$ cat src/hw/smarb_pkg.sv
package smarb_pkg;

  // Reset images of the affected registers
  localparam logic [15:0] CMD_HW_RST     = 16'h0094;
  localparam logic [15:0] CMD_SW_RST_B   = 16'h00a4;
  localparam logic [15:0] IMR_RST        = 16'h0000;
  localparam logic [15:0] ISR_RST        = 16'h0000;
  localparam logic [15:0] TCR_RST        = 16'h0101;
  localparam logic [15:0] END_OF_BUFFER_COUNT_RST       = 16'h02f8;
  localparam logic [15:0] SEQ_RST        = 16'h0000;
  localparam logic [15:0] CAMEN_RST      = 16'h0000;
  // Receive control: loopback hi/lo and broadcast accept cleared by pin reset
  localparam logic [15:0] RCR_HW_CLR     = 16'h0e00;
  // Data config bits 15 and 13; extension bits 4..0
  localparam logic [15:0] DCR_HW_CLR     = 16'ha000;
  localparam logic [15:0] DATA_CONFIG_EXT_REG_HW_CLR    = 16'h001f;
  // Command register software reset bit position
  localparam int          CMD_RST_BIT    = 7;
  // Grant timing in bus clocks
  localparam logic [3:0]  ACK_IDLE_CLKS  = 4'h1;
  localparam logic [3:0]  ACK_MSTR_CLKS  = 4'h5;
  localparam logic [1:0]  CS_MEMORY_REQUEST_GAP    = 2'h2;

  typedef enum logic [1:0] {
    SMARB_IDLE  = 2'b00,
    SMARB_WAIT  = 2'b01,
    SMARB_GRANT = 2'b11,
    SMARB_SLAVE = 2'b10
  } smarb_state_t;

  // Master memory outputs, released while the host holds the memory
  typedef struct packed {
    logic [22:0] addr;
    logic [15:0] data;
    logic        strobe_n;
  } smarb_mem_t;

  // Register contents loaded by the two resets
  typedef struct packed {
    logic [15:0] command_reg;
    logic [15:0] interrupt_mask_reg;
    logic [15:0] interrupt_status_reg;
    logic [15:0] transmit_control_reg;
    logic [15:0] receive_control_reg;
    logic [15:0] data_config_reg;
    logic [15:0] data_config_ext_reg;
    logic [15:0] end_of_buffer_count;
    logic [15:0] seq_counters;
    logic [15:0] cam_enable_reg;
  } smarb_regs_t;

endpackage
$ cat src/hw/smarb_arbiter.sv
`timescale 1ns/1ps
`default_nettype none

// Behaviour
// - Host raises memory_request, gets slave_memory_ack, releases by dropping request.
// - Request sampled on falling clock edge, then two-stage synchronised to rising.
// - Acknowledge is driven from a falling edge in the first bus state.
// - Idle: ack one clock after sample; mastering: ack five clocks after.
// - Each wait state of the current master access adds one clock, up to 11 wait states.
// - Ack drops within four clocks of request removal; master work resumes.
// - Memory ack stays asserted for as long as the request is held.
// - Chip select releases the bus the same way, then enters slave cycle.
// - Chip select ack also needs active address strobe, lasting only while active.
// - Device stays inactive after power-on until a hardware reset occurs.
// - Hardware reset loads command register with 0094h.
// - Hardware reset clears interrupt mask and status registers.
// - Hardware reset loads transmit control with 0101h.
// - Hardware reset sets end-of-buffer count to 02F8h.
// - Hardware reset zeroes sequence counters and address-filter enable.
// - Hardware reset clears loopback and broadcast bits of receive control only.
// - Hardware reset clears data config bits 15,13 and extension bits 4..0.
// - After reset hold request uses falling edge, compress off, matches accepted.
// - Software reset stops DMA and interrupts, leaves registers reachable, idle.
// - Software reset changes only the command register.
module smarb_arbiter #(
  parameter int WAIT_W = 4
) (
  input  wire logic                      ref_clk,
  input  wire logic                      arst_n,
  input  wire logic                      memory_request_n,
  input  wire logic                      chip_select_n,
  input  wire logic                      slave_addr_strobe,
  input  wire logic                      bus_mode_select,
  input  wire logic                      master_active,
  input  wire logic                      first_bus_state,
  input  wire logic [WAIT_W-1:0]         master_wait_states,
  input  wire logic                      soft_reset_cmd,
  input  wire logic                      soft_reset_alt,
  input  wire smarb_pkg::smarb_regs_t    reg_wr_data,
  input  wire logic                      reg_wr_en,
  input  wire smarb_pkg::smarb_mem_t     mem_out_int,
  output var  logic                      slave_memory_ack_n,
  output var  logic                      slave_cycle,
  output var  logic                      master_grant,
  output var  logic                      dma_stop,
  output var  logic                      irq_enable,
  output var  smarb_pkg::smarb_regs_t    regs,
  output var  smarb_pkg::smarb_mem_t     mem_out,
  output var  logic                      mem_out_en,
  output var  logic                      hold_on_falling,
  output var  logic                      packet_compress_out,
  output var  logic                      cam_reject_match,
  output var  logic                      operational
);
  import smarb_pkg::*;

  logic             req_fall_ff;
  logic             req_s1_ff;
  logic             req_s2_ff;
  logic             cs_prev_ff;
  logic [1:0]       gap_ff;
  logic [3:0]       cnt_ff;
  logic             wait_mem_ff;
  logic             ack_ff;
  logic             ack_fall_ff;
  logic             oper_ff;
  smarb_state_t     state_ff;
  smarb_state_t     nxt_state;
  logic [3:0]       nxt_cnt;
  smarb_regs_t      nxt_regs;
  smarb_regs_t      regs_ff;
  logic [15:0]      rcr_ff;
  logic [15:0]      dcr_ff;
  logic [15:0]      data_config_ext_reg_ff;

  wire cs_act    = ~chip_select_n;
  wire sas_act   = bus_mode_select ? ~slave_addr_strobe : slave_addr_strobe;
  wire gap_ok    = (gap_ff == 2'h0);
  wire mem_req   = req_s2_ff;
  wire cs_req    = cs_act & sas_act & gap_ok;
  wire any_req   = mem_req | cs_req;
  wire [3:0] mst_delay = ACK_MSTR_CLKS + 4'(master_wait_states);
  wire [3:0] delay     = master_active ? mst_delay : ACK_IDLE_CLKS;
  wire hold_ok   = wait_mem_ff ? mem_req : cs_req;

  // Falling edge capture of asynchronous request
  always_ff @(negedge ref_clk or negedge arst_n)
  begin
    if (!arst_n)
      req_fall_ff <= 1'b0;
    else
      req_fall_ff <= ~memory_request_n;
  end

  always_ff @(posedge ref_clk or negedge arst_n)
  begin
    if (!arst_n)
    begin
      req_s1_ff <= 1'b0;
      req_s2_ff <= 1'b0;
    end
    else
    begin
      req_s1_ff <= req_fall_ff;
      req_s2_ff <= req_s1_ff;
    end
  end

  // Spacing after chip select and memory request are both released
  always_ff @(posedge ref_clk or negedge arst_n)
  begin
    if (!arst_n)
    begin
      cs_prev_ff <= 1'b0;
      gap_ff     <= 2'h0;
    end
    else
    begin
      cs_prev_ff <= cs_act | mem_req;
      gap_ff     <= (cs_prev_ff & ~(cs_act | mem_req)) ? CS_MEMORY_REQUEST_GAP
                  : (gap_ff != 2'h0) ? gap_ff - 2'h1 : 2'h0;
    end
  end

  always_comb
  begin
    nxt_state = state_ff;
    nxt_cnt   = cnt_ff;
    case (state_ff)
      SMARB_IDLE:
        if (any_req & oper_ff)
        begin
          nxt_state = SMARB_WAIT;
          nxt_cnt   = delay - 4'h1;
        end
      SMARB_WAIT:
        if (!hold_ok)
          nxt_state = SMARB_IDLE;
        else if (cnt_ff == 4'h0 && first_bus_state)
          nxt_state = wait_mem_ff ? SMARB_GRANT : SMARB_SLAVE;
        else if (cnt_ff != 4'h0)
          nxt_cnt = cnt_ff - 4'h1;
      SMARB_GRANT:
        if (!mem_req)
          nxt_state = SMARB_IDLE;
      SMARB_SLAVE:
        if (!cs_req)
          nxt_state = SMARB_IDLE;
      default:
        nxt_state = SMARB_IDLE;
    endcase
  end

  always_ff @(posedge ref_clk or negedge arst_n)
  begin
    if (!arst_n)
    begin
      state_ff    <= SMARB_IDLE;
      cnt_ff      <= 4'h0;
      wait_mem_ff <= 1'b0;
    end
    else
    begin
      state_ff    <= nxt_state;
      cnt_ff      <= nxt_cnt;
      if (state_ff == SMARB_IDLE)
        wait_mem_ff <= mem_req;
    end
  end

  // Ack held through the whole grant
  wire ack_nxt = (nxt_state == SMARB_GRANT) | (nxt_state == SMARB_SLAVE);

  always_ff @(posedge ref_clk or negedge arst_n)
  begin
    if (!arst_n)
      ack_ff <= 1'b0;
    else
      ack_ff <= ack_nxt;
  end

  // Ack launched from the falling edge
  always_ff @(negedge ref_clk or negedge arst_n)
  begin
    if (!arst_n)
      ack_fall_ff <= 1'b0;
    else
      ack_fall_ff <= ack_ff;
  end

  always_ff @(posedge ref_clk or negedge arst_n)
  begin
    if (!arst_n)
      oper_ff <= 1'b0;
    else
      oper_ff <= 1'b1;
  end

  assign slave_memory_ack_n = ~ack_fall_ff;
  assign slave_cycle        = (state_ff == SMARB_SLAVE);
  assign master_grant       = oper_ff & (state_ff == SMARB_IDLE) & ~regs.command_reg[CMD_RST_BIT];
  assign operational        = oper_ff;

  // Memory pins released during host grant
  assign mem_out    = mem_out_int;
  assign mem_out_en = oper_ff & ~ack_ff & ~ack_fall_ff & master_active;

  // Software reset effects
  assign dma_stop   = regs.command_reg[CMD_RST_BIT];
  assign irq_enable = oper_ff & ~regs.command_reg[CMD_RST_BIT];

  // Register images; writes from the register file merge here
  always_comb
  begin
    nxt_regs = reg_wr_en ? reg_wr_data : regs;
    if (soft_reset_cmd)
      nxt_regs.command_reg = soft_reset_alt ? CMD_SW_RST_B : CMD_HW_RST;
  end

  always_ff @(posedge ref_clk or negedge arst_n)
  begin
    if (!arst_n)
    begin
      regs_ff.command_reg          <= CMD_HW_RST;
      regs_ff.interrupt_mask_reg   <= IMR_RST;
      regs_ff.interrupt_status_reg <= ISR_RST;
      regs_ff.transmit_control_reg <= TCR_RST;
      regs_ff.end_of_buffer_count  <= END_OF_BUFFER_COUNT_RST;
      regs_ff.seq_counters         <= SEQ_RST;
      regs_ff.cam_enable_reg       <= CAMEN_RST;
      regs_ff.receive_control_reg  <= 16'h0000;
      regs_ff.data_config_reg      <= 16'h0000;
      regs_ff.data_config_ext_reg  <= 16'h0000;
    end
    else
      regs_ff <= nxt_regs;
  end

  // Partly cleared registers: no async reset, so the kept bits survive the pin
  always_ff @(posedge ref_clk)
  begin
    if (!arst_n)
    begin
      rcr_ff  <= rcr_ff & ~RCR_HW_CLR;
      dcr_ff  <= dcr_ff & ~DCR_HW_CLR;
      data_config_ext_reg_ff <= data_config_ext_reg_ff & ~DATA_CONFIG_EXT_REG_HW_CLR;
    end
    else
    begin
      rcr_ff  <= nxt_regs.receive_control_reg;
      dcr_ff  <= nxt_regs.data_config_reg;
      data_config_ext_reg_ff <= nxt_regs.data_config_ext_reg;
    end
  end

  always_comb
  begin
    regs                     = regs_ff;
    regs.receive_control_reg = rcr_ff;
    regs.data_config_reg     = dcr_ff;
    regs.data_config_ext_reg = data_config_ext_reg_ff;
  end

  // Extension bits after reset: falling-edge hold, no compress, accept
  assign hold_on_falling     = ~regs.data_config_ext_reg[0];
  assign packet_compress_out = regs.data_config_ext_reg[1];
  assign cam_reject_match    = regs.data_config_ext_reg[2];

endmodule

`default_nettype wire

$ cat config.mk
export PLATFORM = sky130hd
export DESIGN_NAME = smarb_arbiter
export DESIGN_NICKNAME = d
export VERILOG_FILES = /design/src/hw/smarb_pkg.sv /design/src/hw/smarb_arbiter.sv
export SDC_FILE = /design/constraint.sdc
export NUM_CORES = 1
export LEC_CHECK = 0
export BUFFER_PORTS_ARGS = -buffer_cell sky130_fd_sc_hd__buf_4
export CAP_MARGIN = 0
export CORE_AREA = 10 10 159 161
export CTS_BUF_LIST = sky130_fd_sc_hd__clkbuf_8 sky130_fd_sc_hd__clkbuf_16
export DETAILED_ROUTE_END_ITERATION = 7
export DIE_AREA = 0 0 169 171
export MAX_ROUTING_LAYER = met4
export PLACE_DENSITY = 0.69
export SYNTH_ARGS = -nofsm -noshare
export SYNTH_HDL_FRONTEND = slang
export SYNTH_SLANG_ARGS = --single-unit
$ cat constraint.sdc
create_clock -name ref_clk -period 3.7 [get_ports ref_clk]
set_input_delay 0.37 -clock ref_clk [delete_from_list [all_inputs] [get_ports ref_clk]]
set_output_delay 0.37 -clock ref_clk [all_outputs]
set_load 0.02 [all_outputs]
# == Word-level counts from Yosys, hierarchy flattened ==
# Cells that the tools add are included.
# op_classes
add_sub_neg,4
multipliers,0
n_div,0
order_cmp,0
n_eq_ne,9
shift,0
muxes,20
bitwise_logic,21
n_reduce_logical,10
# ops
op,count
$mux 160,1
$mux 4,5
$mux 16,1
$mux 2,7
$and 1x1->1,10
$eq 2x2->1 const B,4
$ne 2x2->1 const B,4
$not 1->1,8
$pmux 2 s4,1
$pmux 4 s2,1
$sub 4x1->4 const B,2
$mux 6,1
$reduce_bool 2->1,3
$reduce_and 5->1,1
$add 3x4->4 const A,1
$logic_not 2->1,2
$logic_not 4->1,1
$reduce_bool 4->1,1
$mux 1,3
$or 1x1->1,3
$eq 2x1->1 const B,1
$reduce_and 2->1,1
$sub 2x1->2 const B,1
$logic_and 1x1->1,1
# totals
register_bits,176
latch_bits,0
mem_bits_rw,0
romBits,0
output_inout_bits,210
n_memories,0

# == Depth between registers and ports, before layout ==
# Gate-level depths: netlist of the first run.
# logic_depth
word_depth,10
ltp_mapped,6
mapped_depth_nobuf,6

==> results.json, run 1 <==
{
  "grt_pass1_wl_mm": 30.7,
  "overflow": 0,
  "wire_per_inst_um": 19.6,
  "syn_nets": 668,
  "swShare_pct": 29.0,
  "first_iter_violations": 213,
  "crit_type": "reg2out",
  "rsz0062_at_grt": "false",
  "cts_tree": "done",
  "die_x_um": 169,
  "clockPowerShare_pct": 34.5,
  "route.detailed.drc": 0,
  "cap_violations": 0,
  "initial_core_util_pct": 30.9,
  "core_area_um2": 22200,
  "nNetsFinal": 976,
  "p_int_mw": 3.58,
  "powerDensity_nw_per_um2": 502,
  "setup_violations": 0,
  "synth_most_common_cell": "dfrtp_1",
  "insertion_delay_ns": 0.41,
  "clockRootBuffer": "clkbuf_16",
  "ios": 425,
  "layout-drive-gt1-share_pct": 64.1,
  "area_growth_pct": 46.2,
  "dp_hpwl_mm": 16.4,
  "irDropWorstVdd_mv": 0.273,
  "crit_path_end_kind": "output pin",
  "routabilityCongestion": 0.774,
  "postRouteWirelength_mm": 20.7,
  "clock_tree.buffer_depth": 2,
  "skew_ns": 0.0219,
  "slew_headroom_pct": 41.6,
  "synthFlopType": "dfrtp_1",
  "track_usage_pct": 14.0,
  "critPathMaxFanout": 2,
  "synth_area_leaders": "dfrtp_1 (42%), edfxtp_1 (17%), mux2_2 (16%), buf_4 (4.7%), dfstp_2 (4.2%)",
  "comb_power_share_pct": 20.0,
  "grt_max_degree": 70,
  "grt_pass1_vias": 5288,
  "clk_pin_slew_worst_paths_ns": 0.08,
  "p_seq_share_pct": 45.5,
  "via_per_inst": 4.46,
  "yosys-top-cells-count": "dfrtp_1 (115), mux2_2 (97), buf_4 (43), edfxtp_1 (38), mux2i_1 (24)",
  "cts_resized": 0,
  "fin_cells": 1057,
  "fillCellCount": 2039,
  "synth_area_per_cell_um2": 15.2,
  "status": "completed",
  "n_antenna_cell": 0,
  "die_area_um2": 28900,
  "utilization_pct": 45.1,
  "switching_power_mw": 1.46,
  "antenna_found_initial": 0,
  "numPortBuffers": 344,
  "cts_buffers": 17,
  "hold_class": "in2reg",
  "synth-async-reset-ratio_pct": 72.7,
  "yosysTopAreaCell": "dfrtp_1",
  "synth_top_area_share_pct": 41.9,
  "syn_area_um2": 6860,
  "synth_cell_types": 43,
  "start_kind": "flop",
  "die_h_um": 171,
  "routed-via-count": 4717,
  "syn-instance-count": 451,
  "ys_seq_area_share_pct": 66.4,
  "hold_viol": 0,
  "yosys_warnings": 0,
  "required_ns": 3.33,
  "drv_slew": 0,
  "dr.pass1.iters": 4,
  "dp_cells": 1024,
  "h-tree-depth": 4,
  "worstMarginPinSlew_ns": 0.875,
  "leakage_nw": 4.69,
  "crit_arrival_ns": 3.02,
  "ant_nets": 0,
  "rows": 55,
  "fin_tns_setup_ns": 0,
  "ys_ff_latch": 176,
  "clock_sinks": 176,
  "synth_edf_count": 38
}
power groups by stage:
stage | combinational (mW) | sequential, mW | clock (mW)
2_1_floorplan | 0.397 | 2.51 | 0
3_5_place_dp | 1.03 | 2.33 | 0
3_3_place_gp | 1.01 | 2.32 | 0
5_1_grt | 1.10 | 2.32 | 1.89
4_1_cts | 1.03 | 2.30 | 1.81
6_report | 1.01 | 2.29 | 1.74
kinds of logic after synthesis:
group / Yosys count / synth area share (%)
multiplexers: 122 / 19.6
flip-flops: 176 / 66.4
AO/OA/AOI/OAI: 23 / 2.32
AND/OR/NAND/NOR: 55 / 4.27
buffers and inverters: 67 / 6.27
other: 1 / 0.0547
XOR/XNOR: 5 / 0.638
adder cells (fa/ha/maj): 2 / 0.365
stage by stage:
stage | total power [mW] | worst slack (ns) | hold WS (ns) | instance area (um2)
6_report | 5.04 | 0.314 | 0.119 | 10000
3_5_place_dp | 3.36 | 0.707 | 0.231 | 9450
4_1_cts | 5.13 | 0.271 | 0.0878 | 10000
3_3_place_gp | 3.34 | 0.628 | 0.229 | 9450
2_1_floorplan | 2.90 | 0.646 | 0.0744 | 6860
5_1_grt | 5.31 | 0.207 | 0.0889 | 10000
worst max-delay path: stages (launching register included):
cell	delay [ns]
dfrtn_1	0.35
nor3_1	0.24
buf_4	0.19
sequential cells by signal (all words and copies together) (netlist names):
register	cells
wait_mem_ff	1
mem_req	1
req_fall_ff	1
state_ff	2
dcr_ff	16
cs_prev_ff	1
ack_fall_ff	1
ack_ff	1
req_s1_ff	1
dma_stop	1
cnt_ff	4
gap_ff	2
data_config_ext_reg_ff	16
operational	1
regs	111
rcr_ff	16
layer usage:
metal	vias up	global-route usage (%)	part of all wire, %
li1	2146	-	-
met1	2291	15.5	39
met2	264	22.4	49
met3	16	6.65	11
met4	0	3.71	0.74
met5	-	-	0
placed cells by master (no fill, tap or decap), types with 7 or more instances in the layout:
| cell | instances |
|---|---|
| buf_4 | 347 |
| dfrtp_1 | 115 |
| mux2_2 | 97 |
| edfxtp_1 | 38 |
| mux2i_1 | 24 |
| clkbuf_16 | 17 |
| nor2_1 | 15 |
| nor2b_1 | 14 |
| nand2_1 | 11 |
| dfstp_2 | 11 |
| dfxtp_1 | 10 |
| inv_1 | 7 |
| o21ai_0 | 7 |
timing repair:
item / 4_1_cts / 5_1_grt
endpoints found under the setup margin: 0 / 0
setup buffers: 0 / 0
hold buffers: 1 / 0
hold endpoints to repair: 9 / 0
worst paths after layout:
check | from | to | slack, ns | cells past startpoint
hold reg to reg | req_s1_ff$_DFF_PN0_ | mem_req$_DFF_PN0_ | 0.37 | 0
min in group asynchronous | arst_n | regs[107]$_DFFE_PN0P_ | 0.36 | 2
max in group asynchronous | arst_n | req_fall_ff$_DFF_NN0_ | 1.35 | 2
setup / recovery | ack_fall_ff$_DFF_NN0_ | mem_out_en | 0.31 | 2
setup reg to reg | ack_ff$_DFF_PN0_ | ack_fall_ff$_DFF_NN0_ | 1.28 | 0
hold / removal | reg_wr_data[61] | data_config_ext_reg_ff[13]$_DFFE_PP_ | 0.12 | 1
layout make-up:
type,count,area (um2),area share [%]
clock inverters,15,148,1.47
flip-flops and latches,176,4560,45.4
repair buffers,350,2650,26.4
inverters,6,22.5,0.225
multi-input cells,208,1870,18.7
well taps,285,357,3.56
clock buffers,17,425,4.24
No activity file was read; power rests on OpenSTA's default activity.
==> run 2, diff against run 1 <==
--- a/config.mk
+++ b/config.mk
@@ -11,6 +11,7 @@
 export CTS_BUF_LIST = sky130_fd_sc_hd__clkbuf_8 sky130_fd_sc_hd__clkbuf_16
 export DETAILED_ROUTE_END_ITERATION = 7
 export DIE_AREA = 0 0 169 171
+export GPL_TIMING_DRIVEN = 0
 export MAX_ROUTING_LAYER = met4
 export PLACE_DENSITY = 0.69
 export SYNTH_ARGS = -nofsm -noshare
==> run 2 against run 1 <==
Non-clock buffer count is 95 higher. Sequential cell count stayed put. Die area stayed put. Utilization is 3.1 points higher. Final cell count is 9.0% higher. Register-to-register slack better by 0.02 ns. Critical path depth stayed put. First-iteration DRC count is 5.2% lower. Count of clock-buffer cells in the layout stayed put. Global-route usage is 1.0 points higher. Sequential power hardly changed. Highest routed layer unchanged.
==> results.json, run 2 (synthesis gave the netlist of run 1 again) <==
{
  "required_ns": 3.33,
  "dr.pass1.iters": 4,
  "initial_core_util_pct": 30.9,
  "start_kind": "flop",
  "clk_pin_slew_worst_paths_ns": 0.08,
  "largest_reg_flops": 111,
  "cap_violations": 0,
  "reg2reg_from": "ack_ff$_DFF_PN0_",
  "cp.buffers_inverters": 1,
  "fin_cells": 1152,
  "clockPowerShare_pct": 34.7,
  "overflow": 0,
  "hold_class": "in2reg",
  "routed-via-count": 5004,
  "powerDensity_nw_per_um2": 489,
  "area_growth_pct": 56.3,
  "n_antenna_cell": 0,
  "grt_pass1_vias": 5622,
  "ff2ff_setup_slack_ns": 1.30,
  "clock_sinks": 176,
  "irDropWorstVdd_mv": 0.275,
  "skew_ns": 0.0237,
  "insertion_delay_ns": 0.42,
  "drv_slew": 0,
  "route.detailed.drc": 0,
  "dp_hpwl_mm": 18.3,
  "grt_max_degree": 82,
  "switching_power_mw": 1.54,
  "cts_setup_buffers": 0,
  "die_h_um": 171,
  "die_x_um": 169,
  "most-common-layout-cells": "buf_4 (424), dfrtp_1 (115), mux2_2 (97)",
  "track_usage_pct": 15.1,
  "die_area_um2": 28900,
  "utilization_pct": 48.3,
  "setup_violations": 0,
  "clockRootBuffer": "clkbuf_16",
  "min_path_cells": 1,
  "leakage_nw": 5.12,
  "cts_tree": "done",
  "fillCellCount": 2016,
  "slowest_delay_ns": 0.34,
  "swShare_pct": 29.3,
  "worst_path_max_delay_cell": "dfrtn_1",
  "wire_per_inst_um": 19.6,
  "ios": 425,
  "hold_viol": 0,
  "nNetsFinal": 1071,
  "multiInputGateArea_um2": 1870,
  "antenna_found_initial": 0,
  "p_int_mw": 3.71,
  "cp_cell_sequence": "nor3_1 > buf_4",
  "numPortBuffers": 382,
  "core_area_um2": 22200,
  "rows": 55,
  "holdBufCountCts": 1,
  "critPathMaxFanout": 2,
  "first_iter_violations": 202,
  "worstMarginPinSlew_ns": 0.870,
  "clock_tree.buffer_depth": 2,
  "slew_headroom_pct": 42.0,
  "via_per_inst": 4.34,
  "regToRegEndpoint": "ack_fall_ff$_DFF_NN0_",
  "crit_arrival_ns": 3.10,
  "postRouteWirelength_mm": 22.5,
  "critPathTopFamily": "flip-flops",
  "cts_buffers": 17,
  "p_seq_share_pct": 43.7,
  "seq_area_um2": 4560,
  "final_common_cell": "buf_4",
  "fin_tns_setup_ns": 0,
  "comb_power_share_pct": 21.6,
  "layout-drive-gt1-share_pct": 67.0,
  "cts_resized": 0,
  "crit_path_end_kind": "output pin",
  "crit_type": "reg2out",
  "routabilityCongestion": 0.788,
  "rr_worst_depth": 0,
  "grt_pass1_wl_mm": 32.9,
  "ant_nets": 0,
  "status": "completed",
  "min-delay-start": "reg_wr_data[64]",
  "dp_cells": 1119,
  "rsz0062_at_grt": "false",
  "min_to": "dcr_ff[0]$_DFFE_PP_",
  "h-tree-depth": 4
}
## run 2: area by class of cell
class | instances | share of cell area (%)
multi-input cells | 208 | 17.5
plain buffers | 61 | 3.80
clock buffers | 17 | 3.97
inverters | 6 | 0.210
clock inverters | 15 | 1.61
well taps | 285 | 3.32
flip-flops and latches | 176 | 42.5
repair buffers | 384 | 27.1
## run 2: power groups by stage
stage / combinational, mW / clock (mW) / sequential, mW
final: 1.13 / 1.82 / 2.29
after global routing: 1.22 / 1.95 / 2.32
after CTS: 1.15 / 1.88 / 2.29
after detailed placement: 1.15 / 0 / 2.33
after global placement: 1.13 / 0 / 2.32
after floorplan: 0.397 / 0 / 2.51
## run 2: metal layers
layer | track usage, % | routed length (um) | up-vias
met5 | - | 0 | -
li1 | - | - | 2334
met2 | 25.8 | 11700 | 243
met4 | 2.70 | 140 | 0
met3 | 6.84 | 2380 | 11
met1 | 15.9 | 8350 | 2416
## run 2: how the worst max path moves through the flow
stage / start / end / slack, ns / cells past startpoint
floorplan: ack_fall_ff$_DFF_NN0_ / mem_out_en / 0.65 / 1
global placement: arst_n / dcr_ff[0]$_DFFE_PP_ / -0.19 / 3
detailed placement: ack_fall_ff$_DFF_NN0_ / mem_out_en / 0.61 / 2
CTS: ack_fall_ff$_DFF_NN0_ / mem_out_en / 0.17 / 2
global route: ack_fall_ff$_DFF_NN0_ / mem_out_en / 0.16 / 2
finish: ack_fall_ff$_DFF_NN0_ / mem_out_en / 0.23 / 2
## run 2: per-stage QoR
stage | power [mW] | area [um2] | setup WS [ns] | hold WS, ns
2_1_floorplan | 2.90 | 6860 | 0.646 | 0.0744
6_report | 5.25 | 10700 | 0.227 | 0.118
3_3_place_gp | 3.45 | 10100 | -0.187 | 0.336
3_5_place_dp | 3.48 | 10100 | 0.608 | 0.340
4_1_cts | 5.33 | 10700 | 0.170 | 0.0903
5_1_grt | 5.50 | 10700 | 0.157 | 0.0910
==> run 3, diff against run 2 <==
--- a/config.mk
+++ b/config.mk
@@ -5,15 +5,15 @@
 export SDC_FILE = /design/constraint.sdc
 export NUM_CORES = 1
 export LEC_CHECK = 0
-export BUFFER_PORTS_ARGS = -buffer_cell sky130_fd_sc_hd__buf_4
 export CAP_MARGIN = 0
 export CORE_AREA = 10 10 159 161
 export CTS_BUF_LIST = sky130_fd_sc_hd__clkbuf_8 sky130_fd_sc_hd__clkbuf_16
 export DETAILED_ROUTE_END_ITERATION = 7
 export DIE_AREA = 0 0 169 171
+export DONT_BUFFER_PORTS = 1
 export GPL_TIMING_DRIVEN = 0
 export MAX_ROUTING_LAYER = met4
-export PLACE_DENSITY = 0.69
+export PLACE_DENSITY = 0.53
 export SYNTH_ARGS = -nofsm -noshare
 export SYNTH_HDL_FRONTEND = slang
 export SYNTH_SLANG_ARGS = --single-unit
==> run 3 against run 2 <==
Critical path depth down 1. Sequential power up 11%. Setup slack worse by 0.049 ns. Utilization down 13 points. Non-clock buffer count down 374. Via count down 27%. Final cell count down 32%. Die area unchanged.
==> results.json, run 3 (synthesis gave the netlist of run 1 again) <==
{
  "cp_cell_sequence": "nor3_1",
  "crit_arrival_ns": 3.15,
  "routabilityCongestion": 0.765,
  "hold_class": "in2reg",
  "cts_tree": "done",
  "overflow": 0,
  "crit_type": "reg2out",
  "seq_area_um2": 4560,
  "die_x_um": 169,
  "start_kind": "flop",
  "largest_reg_flops": 111,
  "antenna_found_initial": 1,
  "nNetsFinal": 697,
  "clockRootBuffer": "clkbuf_16",
  "irDropWorstVdd_mv": 0.253,
  "die_area_um2": 28900,
  "min_path_cells": 0,
  "wire_per_inst_um": 26.4,
  "layout-drive-gt1-share_pct": 40.6,
  "initial_core_util_pct": 30.9,
  "ff2ff_setup_slack_ns": 1.29,
  "drv_slew": 0,
  "rsz0062_at_grt": "false",
  "ant_nets": 0,
  "required_ns": 3.33,
  "routed-via-count": 3655,
  "ios": 425,
  "clock_sinks": 176,
  "cp.buffers_inverters": 0,
  "cts_buffers": 17,
  "clock_tree.buffer_depth": 2,
  "powerDensity_nw_per_um2": 603,
  "critPathMaxFanout": 2,
  "route.detailed.drc": 0,
  "min-delay-start": "reg_wr_data[53]",
  "fillCellCount": 2119,
  "die_h_um": 171,
  "min_to": "data_config_ext_reg_ff[5]$_DFFE_PP_",
  "multiInputGateArea_um2": 1870,
  "dr.pass1.iters": 4,
  "clk_pin_slew_worst_paths_ns": 0.07,
  "setup_violations": 0,
  "rows": 55,
  "h-tree-depth": 4,
  "crit_path_end_kind": "output pin",
  "cap_violations": 0,
  "via_per_inst": 4.69,
  "insertion_delay_ns": 0.42,
  "hold_viol": 0,
  "status": "completed",
  "skew_ns": 0.0227,
  "first_iter_violations": 150,
  "postRouteWirelength_mm": 20.6,
  "track_usage_pct": 13.9,
  "worst_path_max_delay_cell": "nor3_1",
  "cts_setup_buffers": 0,
  "grt_pass1_wl_mm": 29.0,
  "final_common_cell": "dfrtp_1",
  "area_growth_pct": 15.5,
  "most-common-layout-cells": "dfrtp_1 (115), mux2_2 (97), buf_4 (43)",
  "critPathTopFamily": "simple AND/OR/NAND/NOR gates",
  "placed_area_um2": 7220,
  "slew_headroom_pct": 38.2,
  "worstMarginPinSlew_ns": 0.928,
  "slowest_delay_ns": 0.57,
  "grt_max_degree": 127,
  "reg2reg_from": "ack_ff$_DFF_PN0_",
  "regToRegEndpoint": "ack_fall_ff$_DFF_NN0_",
  "fin_area_um2": 7930,
  "numPortBuffers": 0,
  "grt_pass1_vias": 4183,
  "leakage_nw": 3.30,
  "core_area_um2": 22200,
  "rr_worst_depth": 0,
  "fin_tns_setup_ns": 0,
  "dp_hpwl_mm": 16.1
}
[run 3: report_power, final]
part | internal (mW) | switching (mW)
sequential | 2.18 | 0.356
combinational | 0.240 | 0.255
clock | 0.917 | 0.831
[run 3: routing by layer]
layer	routed length, um	global-route usage [%]	share of wire, %
met4	308	4.24	1.5
met2	10400	22.5	51
met5	0	-	0
met1	7070	13.8	34
met3	2760	8.28	13
[run 3: worst max path at each step]
stage	startpoint	to	slack, ns	cells after the start
5_1_grt	ack_fall_ff$_DFF_NN0_	mem_out_en	0.11	1
4_1_cts	ack_fall_ff$_DFF_NN0_	mem_out_en	0.14	1
2_1_floorplan	ack_fall_ff$_DFF_NN0_	mem_out_en	0.65	1
6_report	ack_fall_ff$_DFF_NN0_	mem_out_en	0.18	1
3_5_place_dp	ack_fall_ff$_DFF_NN0_	mem_out_en	0.57	1
3_3_place_gp	ack_fall_ff$_DFF_NN0_	mem_out_en	0.56	1
[run 3: timing repair]
item / 4_1_cts / 5_1_grt
gates resized for setup: 0 / 0
endpoints found under the hold margin: 127 / 7
hold buffers: 3 / 7
[run 3: layout make-up]
type	count	share of cell area, %
Clock buffer	18	5.54
Inverter	6	0.284
Sequential cell	176	57.5
Timing Repair Buffer	10	1.48
Buffer	61	5.15
Clock inverter	14	1.86
Multi-Input combinational cell	208	23.6
Tap cell	285	4.50
Antenna cell	1	0.0316
[run 3: per-stage QoR]
stage          cells  hold slack, ns  power [mW]  worst slack [ns]  utilization (%)
2_1_floorplan    451          0.0744        2.90             0.646                -
3_3_place_gp     736          0.0791        3.03             0.562             32.5
3_5_place_dp     736          0.0790        3.05             0.570             32.5
4_1_cts          771         0.00971        4.87             0.137             35.3
5_1_grt          779        0.000787        5.04             0.111             35.7
6_report         779          0.0402        4.78             0.178             35.7
